===== src/hw/pm_wake_consts.svh =====
// constants for the power-mode wake-up controller
// assumes a 10 MHz core clock; included by bare name
`ifndef PM_WAKE_CONSTS_SVH
`define PM_WAKE_CONSTS_SVH

// ----------------------------------------
// timing
// ----------------------------------------
`define CLK_PERIOD_NS 100
`define FIXED_DELAY_NS 10000
`define PLL_EXTRA_NS 2000000
`define FIXED_DELAY_CYC ((`FIXED_DELAY_NS + `CLK_PERIOD_NS - 1) / `CLK_PERIOD_NS)
`define PLL_EXTRA_CYC ((`PLL_EXTRA_NS + `CLK_PERIOD_NS - 1) / `CLK_PERIOD_NS)
`define OST_CYC_DEFAULT 1024

// ----------------------------------------
// field positions and reset values
// ----------------------------------------
`define GIE_BIT 7
`define INT_WIDTH 8
`define OSC_CTRL_RESET 8'h00
`define CNT_WIDTH 16

`endif


===== src/hw/pm_wake_pkg.sv =====
// types for the power-mode wake-up controller
// no dependencies
package pm_wake_pkg;
	typedef enum logic [1:0] {
		PM_PRIMARY_IDLE_MODE = 2'h0,
		PM_SEC_IDLE = 2'h1,
		PM_RC_IDLE = 2'h2,
		PM_SLEEP = 2'h3
	} pm_mode_e;
	typedef enum logic [2:0] {
		OSC_LOW_POWER_CRYSTAL = 3'h0,
		OSC_CRYSTAL = 3'h1,
		OSC_HIGH_SPEED_CRYSTAL = 3'h2,
		OSC_FAST_CRYSTAL_PLL = 3'h3,
		OSC_EXTERNAL_CLOCK = 3'h4,
		OSC_RES_CAP = 3'h5,
		OSC_LOW_FREQ_INTERNAL = 3'h6,
		OSC_INTERNAL_BLOCK = 3'h7
	} osc_mode_e;
	typedef enum logic [1:0] {
		CLK_NONE = 2'h0,
		CLK_PRIMARY = 2'h1,
		CLK_PM = 2'h2,
		CLK_INTERNAL = 2'h3
	} clk_sel_e;
	typedef logic [15:0] cnt_t;
endpackage


===== src/hw/pm_wake_ctrl.sv =====
// wake-up controller for the power-managed modes
// interrupt, watchdog and reset inputs are synchronous to CORE_CLK_IN
`timescale 1ns/1ns
`include "pm_wake_consts.svh"
module pm_wake_ctrl #(
	parameter int OST_CYC = `OST_CYC_DEFAULT,
	parameter int PLL_CYC = `PLL_EXTRA_CYC
) (
	// clock and reset
	input wire logic CORE_CLK_IN,
	input wire logic ARST_N_IN,
	// mode and configuration
	input wire logic PM_ACTIVE_IN,
	input wire logic PM_IDLE_IN,
	input wire pm_wake_pkg::pm_mode_e PM_MODE_IN,
	input wire pm_wake_pkg::osc_mode_e PRI_OSC_IN,
	input wire logic TWO_SPEED_EN_IN,
	// wake sources
	input wire logic [7:0] INT_FLAG_IN,
	input wire logic [7:0] INT_CONTROL_EN_IN,
	input wire logic [7:0] PERIPH_INT_EN_IN,
	input wire logic GLOBAL_INT_EN_IN,
	input wire logic WDT_TIMEOUT_IN,
	input wire logic RESET_EVENT_IN,
	// status and clock steering
	output logic PRIMARY_CLOCK_READY_FLAG_OUT,
	output logic INTERNAL_OSC_BLOCK_STABLE_FLAG_OUT,
	output logic WAKE_OUT,
	output logic VECTOR_OUT,
	output logic WDT_RESET_OUT,
	output logic CPU_RUN_OUT,
	output pm_wake_pkg::clk_sel_e CPU_CLK_SEL_OUT,
	output pm_wake_pkg::clk_sel_e PERIPH_CLK_SEL_OUT,
	output logic [7:0] OSC_CONTROL_OUT
);
	import pm_wake_pkg::*;

	// ----------------------------------------
	// state
	// ----------------------------------------
	typedef enum logic [3:0] {
		ST_RUN = 4'h1,
		ST_LOW = 4'h2,
		ST_INT_EXIT = 4'h4,
		ST_RST_EXIT = 4'h8
	} state_e;
	state_e state;
	pm_mode_e mode_held;
	logic fixed_done;
	logic pri_done;
	logic timer_start;
	cnt_t next_pri_load;

	function automatic logic crystal_type(input osc_mode_e m);
		crystal_type = (m == OSC_LOW_POWER_CRYSTAL) || (m == OSC_CRYSTAL) ||
			(m == OSC_HIGH_SPEED_CRYSTAL) || (m == OSC_FAST_CRYSTAL_PLL);
	endfunction

	// only enabled sources count
	logic int_wake;
	assign int_wake = |(INT_FLAG_IN & (INT_CONTROL_EN_IN | PERIPH_INT_EN_IN));
	logic in_low;
	assign in_low = (state == ST_LOW);

	// primary start-up delay per mode and oscillator
	always_comb begin
		next_pri_load = 16'h0000;
		if (mode_held == PM_PRIMARY_IDLE_MODE)
			next_pri_load = 16'h0000;
		else if (PRI_OSC_IN == OSC_FAST_CRYSTAL_PLL)
			next_pri_load = 16'(OST_CYC + PLL_CYC);
		else if (crystal_type(PRI_OSC_IN))
			next_pri_load = 16'(OST_CYC);
		else if (PRI_OSC_IN == OSC_INTERNAL_BLOCK &&
			mode_held == PM_RC_IDLE)
			next_pri_load = 16'h0000; // no delay internal to internal
	end

	assign timer_start = in_low && (int_wake || WDT_TIMEOUT_IN) ||
		(state != ST_RST_EXIT && RESET_EVENT_IN);

	// fixed cpu-prepare delay, runs concurrently
	pm_delay_timer fixed_timer (
		.clk(CORE_CLK_IN),
		.arst_n(ARST_N_IN),
		.start(timer_start),
		.load(16'(`FIXED_DELAY_CYC)),
		.done(fixed_done)
	);
	logic fixed_seen;
	logic [15:0] pri_cnt;
	logic pri_run;

	// primary oscillator start-up counter
	always_ff @(posedge CORE_CLK_IN or negedge ARST_N_IN) begin
		if (!ARST_N_IN) begin
			pri_cnt <= 16'h0000;
			pri_run <= 1'b0;
			pri_done <= 1'b0;
		end else if (timer_start) begin
			pri_cnt <= RESET_EVENT_IN ? 16'(crystal_type(PRI_OSC_IN) ?
				OST_CYC : 0) : next_pri_load;
			pri_run <= 1'b1;
			pri_done <= 1'b0;
		end else if (pri_run) begin
			if (pri_cnt == 16'h0000) begin
				pri_run <= 1'b0;
				pri_done <= 1'b1;
			end else
				pri_cnt <= pri_cnt - 16'h0001;
		end else
			pri_done <= 1'b0;
	end

	always_ff @(posedge CORE_CLK_IN or negedge ARST_N_IN) begin
		if (!ARST_N_IN)
			fixed_seen <= 1'b0;
		else if (timer_start)
			fixed_seen <= 1'b0;
		else if (fixed_done)
			fixed_seen <= 1'b1;
	end

	// ----------------------------------------
	// exit sequencing
	// ----------------------------------------
	logic pri_ready_seen;
	always_ff @(posedge CORE_CLK_IN or negedge ARST_N_IN) begin
		if (!ARST_N_IN)
			pri_ready_seen <= 1'b0;
		else if (timer_start)
			pri_ready_seen <= 1'b0;
		else if (pri_done)
			pri_ready_seen <= 1'b1;
	end

	always_ff @(posedge CORE_CLK_IN or negedge ARST_N_IN) begin
		if (!ARST_N_IN) begin
			state <= ST_RUN;
			mode_held <= PM_SLEEP;
			WAKE_OUT <= 1'b0;
			VECTOR_OUT <= 1'b0;
			WDT_RESET_OUT <= 1'b0;
		end else begin
			WAKE_OUT <= 1'b0;
			VECTOR_OUT <= 1'b0;
			WDT_RESET_OUT <= 1'b0;
			if (RESET_EVENT_IN && state != ST_RST_EXIT) begin
				state <= ST_RST_EXIT; // any reset ends a mode
			end else begin
				unique case (state)
					ST_RUN: begin
						mode_held <= PM_MODE_IN;
						if (PM_ACTIVE_IN && PM_IDLE_IN)
							state <= ST_LOW;
						// watchdog in run mode resets
						if (WDT_TIMEOUT_IN)
							WDT_RESET_OUT <= 1'b1;
					end
					ST_LOW: begin
						// nothing but these, or a reset, ends the mode
						if (int_wake || WDT_TIMEOUT_IN) begin
							state <= ST_INT_EXIT;
							WAKE_OUT <= 1'b1;
							// vector only with global enable
							VECTOR_OUT <= int_wake && GLOBAL_INT_EN_IN;
						end
					end
					ST_INT_EXIT: begin
						if ((pri_done || pri_ready_seen) &&
							(fixed_done || fixed_seen))
							state <= ST_RUN;
					end
					ST_RST_EXIT: begin
						if (pri_done || pri_ready_seen)
							state <= ST_RUN;
					end
				endcase
			end
		end
	end

	// ----------------------------------------
	// clock steering and ready flags
	// ----------------------------------------
	always_ff @(posedge CORE_CLK_IN or negedge ARST_N_IN) begin
		if (!ARST_N_IN) begin
			CPU_CLK_SEL_OUT <= CLK_NONE;
			PERIPH_CLK_SEL_OUT <= CLK_NONE;
			CPU_RUN_OUT <= 1'b0;
		end else unique case (state)
			ST_RUN: begin
				CPU_CLK_SEL_OUT <= CLK_PRIMARY;
				PERIPH_CLK_SEL_OUT <= CLK_PRIMARY;
				CPU_RUN_OUT <= 1'b1;
			end
			ST_LOW: begin
				CPU_CLK_SEL_OUT <= CLK_NONE;
				PERIPH_CLK_SEL_OUT <= (mode_held == PM_PRIMARY_IDLE_MODE) ?
					CLK_PRIMARY : CLK_PM;
				CPU_RUN_OUT <= 1'b0;
			end
			ST_INT_EXIT: begin
				// primary idle keeps primary; others stay on pm clock
				CPU_CLK_SEL_OUT <= (mode_held == PM_PRIMARY_IDLE_MODE) ?
					CLK_PRIMARY : CLK_PM;
				PERIPH_CLK_SEL_OUT <= (mode_held == PM_PRIMARY_IDLE_MODE) ?
					CLK_PRIMARY : CLK_PM;
				CPU_RUN_OUT <= fixed_done || fixed_seen;
			end
			ST_RST_EXIT: begin
				// two-speed start runs on internal osc
				CPU_CLK_SEL_OUT <= TWO_SPEED_EN_IN ? CLK_INTERNAL : CLK_NONE;
				PERIPH_CLK_SEL_OUT <= TWO_SPEED_EN_IN ? CLK_INTERNAL : CLK_NONE;
				CPU_RUN_OUT <= TWO_SPEED_EN_IN;
			end
		endcase
	end

	// flag rises with the switch back to primary
	always_ff @(posedge CORE_CLK_IN or negedge ARST_N_IN) begin
		if (!ARST_N_IN) begin
			PRIMARY_CLOCK_READY_FLAG_OUT <= 1'b0;
			INTERNAL_OSC_BLOCK_STABLE_FLAG_OUT <= 1'b0;
		end else if (state == ST_RUN) begin
			PRIMARY_CLOCK_READY_FLAG_OUT <= crystal_type(PRI_OSC_IN);
			INTERNAL_OSC_BLOCK_STABLE_FLAG_OUT <= (PRI_OSC_IN == OSC_INTERNAL_BLOCK);
		end else begin
			PRIMARY_CLOCK_READY_FLAG_OUT <= 1'b0;
			INTERNAL_OSC_BLOCK_STABLE_FLAG_OUT <= 1'b0;
		end
	end

	// every reset clears oscillator control
	always_ff @(posedge CORE_CLK_IN or negedge ARST_N_IN) begin
		if (!ARST_N_IN)
			OSC_CONTROL_OUT <= `OSC_CTRL_RESET;
		else if (RESET_EVENT_IN)
			OSC_CONTROL_OUT <= `OSC_CTRL_RESET;
		else
			OSC_CONTROL_OUT <= OSC_CONTROL_OUT;
	end
endmodule


===== src/hw/pm_delay_timer.sv =====
// down-counter that times one exit delay
// loaded on start, done is a registered one-cycle pulse
`timescale 1ns/1ns
`include "pm_wake_consts.svh"
module pm_delay_timer (
	input wire logic clk,
	input wire logic arst_n,
	input wire logic start,
	input wire pm_wake_pkg::cnt_t load,
	output logic done
);
	import pm_wake_pkg::*;
	cnt_t count;
	logic running;

	// delays expressed as cycle counts
	always_ff @(posedge clk or negedge arst_n) begin
		if (!arst_n) begin
			count <= 16'h0000;
			running <= 1'b0;
			done <= 1'b0;
		end else if (start) begin
			count <= load;
			running <= (load != 16'h0000);
			done <= (load == 16'h0000);
		end else if (running) begin
			count <= count - 16'h0001;
			if (count <= 16'h0001) begin
				running <= 1'b0;
				done <= 1'b1;
			end
		end else begin
			done <= 1'b0;
		end
	end
endmodule


===== config.mk =====
export PLATFORM = sky130hd
export DESIGN_NAME = pm_wake_ctrl
export DESIGN_NICKNAME = d
export VERILOG_FILES = /design/src/hw/pm_wake_pkg.sv /design/src/hw/pm_wake_ctrl.sv /design/src/hw/pm_delay_timer.sv
export VERILOG_INCLUDE_DIRS = /design/src /design/src/hw
export SDC_FILE = /design/constraint.sdc
export NUM_CORES = 1
export LEC_CHECK = 0
export ABC_AREA = 1
export BUFFER_PORTS_ARGS = -buffer_cell sky130_fd_sc_hd__buf_2
export CORE_ASPECT_RATIO = 0.75
export CORE_MARGIN = 3
export CORE_UTILIZATION = 55
export DETAILED_ROUTE_END_ITERATION = 12
export PLACE_DENSITY = 0.8
export SETUP_SLACK_MARGIN = 0.4
export SYNTH_ARGS = -nofsm -noshare
export SYNTH_HDL_FRONTEND = slang
export SYNTH_HIERARCHICAL = 1
export SYNTH_SLANG_ARGS = --single-unit

===== constraint.sdc =====
create_clock -name CORE_CLK_IN -period 4.51 [get_ports CORE_CLK_IN]
set_clock_uncertainty 0.2 [all_clocks]
set_input_delay 0.2255 -clock CORE_CLK_IN [delete_from_list [all_inputs] [get_ports CORE_CLK_IN]]
set_output_delay 0.2255 -clock CORE_CLK_IN [all_outputs]
set_load 0.01 [all_outputs]

======== Word-level counts from Yosys, hierarchy flattened ========
Index checks and enable logic that the tools add are counted.
word-level totals
  bits in registers ....................... 54
  logic and storage cells ................. 112
  input bits .............................. 37
operators by class
  $add $sub $neg .......................... 2
  muxes and demuxes ....................... 48
  reductions and logical operators ........ 24
  eq/ne operators ......................... 16
  bitwise gates (word level) .............. 3
  order comparisons ....................... 1
operator list
  kind                                                                                number
  16-bit 2-to-1 mux                                                                   8
  16-bit by 1-bit subtractor with 16-bit output (second input constant)               2
  1-bit 2-to-1 mux                                                                    27
  11-bit 2-to-1 mux                                                                   2
  4-bit 2-to-1 mux                                                                    5
  16-bit by 1-bit less-or-equal comparator with 1-bit output (second input constant)  1
  16-bit logical NOT                                                                  1
  4-bit case mux with 4 select lines                                                  1
  3-bit inequality test (second input constant)                                       3
  8-bit bitwise AND                                                                   1
  8-bit OR                                                                            1
  2-bit case mux with 4 select lines                                                  1
  2-bit nonzero test                                                                  4
  8-bit OR reduction                                                                  1
  1-bit logical OR                                                                    7
  3-bit by 2-bit == test with 1-bit output (second input constant)                    2
  3-bit by 1-bit inequality test with 1-bit output (second input constant)            2
  2-bit case mux with 3 select lines                                                  1
  1-bit logical AND                                                                   5
  4-bit by 1-bit == test with 1-bit output (second input constant)                    1
  4-bit by 2-bit == test with 1-bit output (second input constant)                    1
  4-bit by 3-bit == test with 1-bit output (second input constant)                    1
  4-bit == test (second input constant)                                               1
  2-bit 2-to-1 mux                                                                    2
  12 further kinds                                                                    13

======== Logic depth before layout (Yosys ltp) ========
Gate-level depths: netlist of the first run.
  depth in word-level cells ............... 9
  depth in mapped cells ................... 13

======== By module ========
The synthesis of the first run kept the hierarchy.
modules (own cells, without submodules)
  module          area an instance (µm²)  cells each  instances  seq. area each (µm²)
  pm_wake_ctrl    2088.3                  256         1          904.6
  pm_delay_timer  1248.7                  182         1          450.4

======== Worst setup path before layout of the first run ========
OpenSTA, ideal clock, no wires.
  kind .................................... register to register
  start point ............................. reg state[3]
  end point ............................... reg fixed_timer.count[10]
  path buffers ............................ 3
  setup slack ............................. 2540 ps
  arrival ................................. 1649 ps
  stages on the path, launching flop included .. 12
  data required time ...................... 4189 ps
  path through ............................ dfrtp_1 -> inv_1 -> nand2_1 -> nor3_4 -> nand2_2 -> nand2_2 -> buf_6 -> buf_4 -> nor2_4 -> buf_2 -> a22oi_1 -> nand2_1
between the ends
  cells in the longest elaborated chain, start to end .. 4
  elaborated cells on any way between the ends .. 7
ends and longest elaborated chain
  item                                                                               RTL line                                text
  start: declaration                                                                 pm_wake_ctrl.sv:47                      state_e state;
  start signal: assignment                                                           pm_wake_ctrl.sv:139                     state <= ST_RUN;
  start signal: assignment                                                           pm_wake_ctrl.sv:149                     state <= ST_RST_EXIT;
  start signal: assignment                                                           pm_wake_ctrl.sv:155                     state <= ST_LOW;
  4-bit by 2-bit == test with 1-bit output or 4-bit inequality test (tied branches)  pm_wake_ctrl.sv:63, pm_wake_ctrl.sv:80
  1-bit logical AND, on equally long branches                                        pm_wake_ctrl.sv:79, pm_wake_ctrl.sv:80
  1-bit logical OR *                                                                 pm_wake_ctrl.sv:79                      assign timer_start = in_low && (int_wake || WDT_TIMEOUT_IN) ||
  net timer_start                                                                    pm_wake_ctrl.sv:51                      logic timer_start;
  16-bit 2-to-1 mux or 2-bit nonzero test (tied branches)                            -
  end signal: assignment                                                             pm_delay_timer.sv:23                    count <= load;
  end signal: assignment                                                             pm_delay_timer.sv:27                    count <= count - 16'h0001;
  end: declaration                                                                   pm_delay_timer.sv:13                    cnt_t count;
Mark *: on every way through the listed nets, which the timed path passes. The rest lies on a longest branch.
A chain may end at the register's enable or synchronous reset.

======== Final worst setup path of the first run ========
  start point ............................. reg state[3]
  end point ............................... reg fixed_timer.count[11]
between the ends
  cells in the longest elaborated chain, start to end .. 4
  elaborated cells on any way between the ends .. 7
ends and longest elaborated chain
  item                                                                               RTL line
  4-bit by 2-bit == test with 1-bit output or 4-bit inequality test (tied branches)  pm_wake_ctrl.sv:63, pm_wake_ctrl.sv:80
  1-bit logical AND, on equally long branches                                        pm_wake_ctrl.sv:79, pm_wake_ctrl.sv:80
  1-bit logical OR *                                                                 pm_wake_ctrl.sv:79
  16-bit 2-to-1 mux or 2-bit nonzero test (tied branches)                            -
Every way passes the cells marked *; elsewhere a longest branch is shown, timed or not.

==> results of run 1 <==
[power by group through the flow]
| stage | Clock [mW] | Combinational [mW] | Sequential [mW] |
|---|---|---|---|
| 3_3_place_gp | 0 | 1.14 | 0.881 |
| 2_1_floorplan | 0 | 0.963 | 0.855 |
| 6_report | 0.286 | 1.19 | 0.884 |
| 3_5_place_dp | 0 | 1.17 | 0.888 |
| 5_1_grt | 0.312 | 1.38 | 0.910 |
| 4_1_cts | 0.291 | 1.19 | 0.880 |
[kinds of logic (layout without fill, tap and decap cells)]
group / after synthesis / in the layout
AOI/OAI and AO/OA: 39 / 39
xor gates and xnor gates: 13 / 13
adders and majority gates: 4 / 4
buffers and inverters: 57 / 104
DFF: 54 / 54
muxes: 3 / 3
other: 2 / 40
and+or+nand+nor: 266 / 266
[registers in the layout (all words and copies together) (netlist names)]
name	cells
fixed_timer/count	16
pri_cnt	16
state	4
CPU_CLK_SEL_OUT	2
PERIPH_CLK_SEL_OUT	2
mode_held	2
CPU_RUN_OUT	1
INTERNAL_OSC_BLOCK_STABLE_FLAG_OUT	1
PRIMARY_CLOCK_READY_FLAG_OUT	1
VECTOR_OUT	1
WAKE_OUT	1
WDT_RESET_OUT	1
fixed_seen	1
fixed_timer/done	1
fixed_timer/running	1
pri_done	1
pri_ready_seen	1
pri_run	1
[final timing paths]
kind	startpoint	end	slack, ns	cells past startpoint
min in group asynchronous	ARST_N_IN	fixed_timer/count[8]$_DFFE_PN0P_	0.36	3
hold / removal	TWO_SPEED_EN_IN	PERIPH_CLK_SEL_OUT[1]$_DFF_PN0_	0.05	3
setup reg to reg	state[3]$_DFFE_PN0P_	fixed_timer/count[11]$_DFFE_PN0P_	1.95	10
hold reg to reg	fixed_timer/done$_DFFE_PN0P_	fixed_timer/done$_DFFE_PN0P_	0.32	2
setup / recovery	state[3]$_DFFE_PN0P_	fixed_timer/count[11]$_DFFE_PN0P_	1.95	10
max in group asynchronous	ARST_N_IN	INTERNAL_OSC_BLOCK_STABLE_FLAG_OUT$_DFF_PN0_	3.30	3
[worst max-delay path, cell delays in order (launching register included)]
cell and delay (ns):
dfrtp_1 0.41, inv_1 0.10, nand2_1 0.12, nor3_4 0.22, nand2_2 0.21, nand2_2 0.59
inv_1 0.09, nand2_1 0.17, inv_2 0.16, nand3_1 0.13, nand2_1 0.06
[cells in the mapped netlist, types with 3 or more instances]
cell type / number / area share
nor3b_2: 4 / 0.015
nor2_4: 7 / 0.024
nand2_2: 7 / 0.013
buf_4: 10 / 0.022
a21oi_1: 3 / 0.0045
ha_1: 4 / 0.015
nand3_1: 27 / 0.040
buf_6: 3 / 0.010
nor3_1: 10 / 0.015
o21ai_1: 7 / 0.010
nand3_2: 4 / 0.012
dfrtp_1: 51 / 0.38
xor2_1: 9 / 0.024
nor2_2: 10 / 0.019
o21ai_0: 14 / 0.021
inv_2: 3 / 0.0034
dfstp_2: 3 / 0.024
inv_1: 37 / 0.042
o211ai_1: 3 / 0.0067
xnor2_1: 4 / 0.010
a22oi_1: 11 / 0.025
nor2_1: 60 / 0.067
nand4_1: 11 / 0.021
nand2_1: 120 / 0.13
[routing by layer]
| layer | vias to the layer above | GRT usage | wire length [µm] | share of wire |
|---|---|---|---|---|
| li1 | 1527 | - | - | - |
| met1 | 1344 | 0.317 | 3420 | 0.48 |
| met2 | 93 | 0.361 | 3200 | 0.45 |
| met3 | 11 | 0.0409 | 451 | 0.063 |
| met4 | 0 | 0.0457 | 64 | 0.0090 |
| met5 | - | 0 | 0 | 0 |
[cell type report]
type,instances,area share
multi-input combinational,365,0.478
sequential,54,0.351
timing repair buffer,55,0.0823
inverter,41,0.0405
tap,75,0.0243
clock buffer,6,0.0214
clock inverter,2,0.00324
[through the flow]
stage                     setup WS [ns]  utilization
final                              1.95        0.689
after CTS                          1.96        0.689
after floorplan                    2.54            -
after detailed placement           1.94        0.657
after global routing               1.72        0.689
after global placement             2.00        0.657
[repair_timing]
| action | 4_1_cts | 5_1_grt |
|---|---|---|
| gates resized for setup | 0 | 0 |
| hold endpoints to repair | 57 | 0 |
| hold buffers | 8 | 0 |
==> run_results.csv, run 1 <==
group,metric,value,unit
final_layout,fin_area,3860,µm²
route,drt-vias-per-instance,4.97,
final_layout,layout_commonest_cell,"nand2_1",
job,maxCapViolCount,0,
synthesis,synthCells,438,
floorplanning,io_pins,55,
grt,grt_max_degree,55,
route,routedWlPerCell,11.9,µm
clock_network,clock_sinks,54,
power_and_ir_drop,p_leak,1.99,nW
clock_network,cts_tree,"done",
sta,fin_tns_setup,0,ns
placement,placed_cell_area,3690,µm²
clock_network,path_clk_slew,0.10,ns
final_layout,fillCellCount,454,
power_and_ir_drop,power.total,2.36,mW
grt,globalRouteOverflowTotal,0,
synthesis,ys_ff_latch,54,
synthesis,yosysSeqAreaShare,0.406,
power_and_ir_drop,p_sw,1.12,mW
sta,slew_headroom,0.520,
power_and_ir_drop,ir_worst_vdd,0.284,mV
power_and_ir_drop,p_seq_frac,0.375,
placement,port-buffer-count,46,
floorplanning,die_w,95.9,µm
power_and_ir_drop,clock_power_share,0.121,
placement,place_hpwl,5240,µm
clock_network,cts_buffers,5,
sta,whs,0.0481,ns
final_layout,seqCellArea,1360,µm²
sta,finalSetupViolCount,0,
floorplanning,design.die.area,7050,µm²
floorplanning,start_util,0.595,
floorplanning,rows,23,
final_layout,finalNonFillerCells,598,
power_and_ir_drop,switching_share,0.472,
final_layout,layout-drive-gt1-share,0.193,
synthesis,syn_area_per_cell,7.62,µm²
final_layout,layout_common_cells,"120 x nand2_1, 60 x nor2_1, 51 x dfrtp_1, 46 x buf_2, 40 x conb_1",
critical_path,crit_type,"reg -> reg",
sta,rsz0062_at_grt,"false",
grt,antenna_found_initial,0,
synthesis,ys_async_sr_fraction,1.00,
clock_network,clockRootBuffer,"clkbuf_8",
synthesis,synth-simple-area-share,0.380,
critical_path,timing.critical_path.fanout_max,33,
grt,grt_pass1_wl,12500,µm
power_and_ir_drop,internal_power,1.25,mW
power_and_ir_drop,pwr-share-comb,0.504,
route,drt_first_pass_iters,4,
clock_network,cts_max_path_buffers,2,
synthesis,synthMuxAreaShare,0.00975,
synthesis,yosys.area_share.adder,0.0150,
status,status,"finished clean",
clock_network,clk-insertion-delay-late,0.31,ns
critical_path,cp.arrival,2.57,ns
route,drt-total-wl,7140,µm
synthesis,synthFlopType,"dfrtp_1",
clock_network,post_cts.repair.setup_buffers,0,
grt,grt_pass1_vias,2826,
sta,worst_pin_slew,0.718,ns
synthesis,synth.distinct_cells,36,
sta,hold_viol,0,
synthesis,synth-xor-area-share,0.0341,
route,num_vias,2975,
critical_path,worstPathRequired,4.51,ns
synthesis,synth_edf_count,0,
synthesis,yosys_warnings,6,
final_layout,area_growth,15.8,%
power_and_ir_drop,cellPowerDensity,611,nW/µm²
sta,slew_viol_final,0,
synthesis,syn-cell-area,3340,µm²
critical_path,cp-end-kind,"register",
floorplanning,die_y,73.5,µm
synthesis,synth_compound_area_frac,0.0694,
route,drtAntennaViolNets,0,
sta,max_freq,390,MHz
floorplanning,core_area,5610,µm²
synthesis,synth_top_family_by_area,"simple AND/OR/NAND/NOR gates",
clock_network,cts_max_level,2,
placement,dp.cells,582,
route,drt-initial-drc-count,158,
worst_hold_path,hp-class,"in -> reg",
sta,min_period,2.56,ns
route,drc_errors,0,
placement,gp_congestion,0.881,
sta,timing.final.crit_share,0.568,
final_layout,nets,563,
final_layout,multi_input_area,1850,µm²
grt,grtUsageTotal,0.224,
critical_path,startpoint_type,"register",
final_layout,n_antenna_cell,0,
Note: power is estimated with default switching activity, not from simulation.
==> run 2: changes to the inputs <==
Settings changed: CORE_UTILIZATION 55 to 51, PLACE_DENSITY 0.8 to 0.78.
Clock period 4.51 ns to 2.3 ns, I/O delays scaled along.
==> run 2 against run 1 <==
  * The flow now finishes with violations (negative hold slack)
  * Via count increased by 6.6%
  * Clock power rose by 100%
  * Sequential power up 100%
  * Critical path depth decreased by 1
  * Final area is 7.4% higher
  * Hold slack worse by 0.048 ns
  * Core utilization decreased by 0.41 points
  * First-iteration DRC count rose by 32%
  * Total power increased by 120%
  * Register-to-register slack got worse by 1.5 ns
==> run_results.csv, run 2 (same netlist as run 1, synthesis figures left out) <==
group,metric,value,unit
critical_path,cp-end-kind,"register",
final_layout,n_antenna_cell,0,
sta,fin_ws,0.477,ns
worst_hold_path,worstHoldEndpoint,"VECTOR_OUT$_DFF_PN0_",
sta,slew_viol_final,0,
grt,globalRouteOverflowTotal,0,
sta,hold_viol,1,
sta,fin_tns_setup,0,ns
critical_path,reg2regPathDepth,9,
critical_path,critPathLaunch,"state[1]$_DFFE_PN0P_",
clock_network,path_clk_slew,0.12,ns
critical_path,timing.critical_path.fanout_max,6,
clock_network,cts_tree,"done",
critical_path,worstPathRequired,2.31,ns
status,status,"finished with violations",
route,num_vias,3170,
floorplanning,rows,24,
sta,worst_pin_slew,0.681,ns
floorplanning,die_y,76.1,µm
power_and_ir_drop,pwr-share-comb,0.538,
floorplanning,io_pins,55,
final_layout,layout_commonest_cell,"nand2_1",
final_layout,reg_top3,"fixed_timer/count: 16 flops, pri_cnt: 16 flops, state: 4 flops",
final_layout,layout-drive-gt1-share,0.245,
critical_path,startpoint_type,"register",
critical_path,cp.arrival,1.84,ns
route,drc_errors,0,
final_layout,area_growth,24.4,%
status,failed_checks,"negative hold slack",
final_layout,finalNonFillerCells,625,
clock_network,clockRootBuffer,"clkbuf_8",
sta,timing.final.crit_share,0.793,
grt,grt_pass1_wl,13200,µm
placement,place_hpwl,5550,µm
placement,gp_congestion,0.887,
route,drt-initial-drc-count,209,
sta,rsz0062_at_grt,"false",
critical_path,r2r_slack,0.48,ns
critical_path,r2r_end,"pri_cnt[10]$_DFFE_PN0P_",
route,routedWlPerCell,13.3,µm
power_and_ir_drop,p_sw,2.46,mW
power_and_ir_drop,p_seq_frac,0.347,
sta,whs,-0.000132,ns
clock_network,cts_max_level,2,
power_and_ir_drop,p_leak,2.12,nW
floorplanning,die_w,99.4,µm
sta,max_freq,549,MHz
clock_network,cts_buffers,5,
sta,slew_headroom,0.546,
route,drt-total-wl,8300,µm
power_and_ir_drop,ir_worst_vdd,0.545,mV
placement,place_ws,0.226,ns
power_and_ir_drop,switching_share,0.482,
power_and_ir_drop,clock_power_share,0.114,
grt,grtUsageTotal,0.214,
clock_network,cts_max_path_buffers,2,
critical_path,timing.rr.start,"state[1]$_DFFE_PN0P_",
grt,grt_max_degree,55,
critical_path,cp_slowest_cell,"dfrtp_1",
critical_path,cp_common_cell,"buf_4",
worst_hold_path,hp-class,"in -> reg",
floorplanning,start_util,0.550,
floorplanning,design.die.area,7560,µm²
critical_path,crit_type,"reg -> reg",
sta,finalSetupViolCount,0,
clock_network,clock_sinks,54,
final_layout,fillCellCount,483,
placement,dp.cells,586,
critical_path,cp_cell_sequence,"nor2_4, nand3_4, nand2_8, nand2_8, buf_4, buf_4, buf_4, nand2_1, nand3_1",
floorplanning,core_area,6070,µm²
critical_path,crit_path_max_incr_delay,0.44,ns
route,drtAntennaViolNets,0,
power_and_ir_drop,internal_power,2.64,mW
worst_hold_path,hold_depth,5,
sta,min_period,1.82,ns
route,drt_first_pass_iters,5,
final_layout,layout_common_cells,"117 x nand2_1, 57 x nor2_1, 50 x dfrtp_1, 46 x buf_2, 40 x conb_1",
route,drt-vias-per-instance,5.07,
grt,grt_pass1_vias,2925,
placement,port-buffer-count,46,
grt,antenna_found_initial,0,
worst_hold_path,worstHoldStart,"INT_CONTROL_EN_IN[7]",
final_layout,nets,587,
power_and_ir_drop,cellPowerDensity,1230,nW/µm²
job,maxCapViolCount,0,
clock_network,clk-insertion-delay-late,0.33,ns
-- run 2: cell count changes in the layout (fill, tap and decap cells not counted), moves of 2 or more --
cell	before	now
buf_4	1	21
dlygate4sd3_1	8	11
inv_1	37	33
inv_2	3	6
inv_6	0	2
nand2_1	120	117
nand2_8	0	3
nor2_1	60	57
nor2_4	7	10
-- run 2: through the flow --
step	util	cell area, µm²	total power [mW]
detailed placement	0.612	3710	4.11
global placement	0.612	3710	4.02
CTS	0.654	3970	4.79
global route	0.684	4150	5.56
floorplan	-	3500	3.61
finish	0.684	4150	5.10
-- run 2: area by class of cell --
| cell class | count | area, µm² | area share |
|---|---|---|---|
| well taps | 78 | 97.6 | 0.0235 |
| flip-flops and latches | 54 | 1360 | 0.327 |
| multi-input cells | 365 | 1930 | 0.466 |
| inverters | 41 | 159 | 0.0383 |
| repair buffers | 79 | 509 | 0.123 |
| clock inverters | 3 | 26.3 | 0.00633 |
| clock buffers | 5 | 68.8 | 0.0166 |
-- run 2: metal layers --
metal,track usage,vias up,share of wire
met5,0,-,0
met4,0.0587,0,0.014
met3,0.0512,15,0.080
met2,0.334,119,0.47
met1,0.297,1459,0.44
li1,-,1577,-
-- run 2: how the worst max path moves through the flow --
| stage | end |
|---|---|
| 6_report | pri_cnt[10]$_DFFE_PN0P_ |
| 4_1_cts | pri_cnt[11]$_DFFE_PN0P_ |
| 3_3_place_gp | fixed_timer/done$_DFFE_PN0P_ |
| 2_1_floorplan | fixed_timer/count[10]$_DFFE_PN0P_ |
| 3_5_place_dp | fixed_timer/done$_DFFE_PN0P_ |
| 5_1_grt | pri_cnt[14]$_DFFE_PN0P_ |
-- run 2: critical path: cells and delay by family (launching register included) --
kind / cells / cell delay (ns)
flops: 1 / 0.44
simple gates: 6 / 0.67
buf+inv: 3 / 0.38
-- run 2: what timing repair did --
item / CTS / global route
endpoints found under the hold margin: 62 / 0
pin swaps: 4 / 6
gates cloned: 0 / 0
hold buffers: 11 / 0
resized for setup: 5 / 17
setup buffers: 3 / 17
endpoints found under the setup margin: 24 / 31
-- run 2: power groups by stage --
stage	clock network, mW	logic [mW]	registers [mW]
floorplan	0	1.93	1.68
global placement	0	2.29	1.73
detailed placement	0	2.36	1.75
CTS	0.590	2.46	1.73
global route	0.641	3.09	1.83
finish	0.584	2.74	1.77
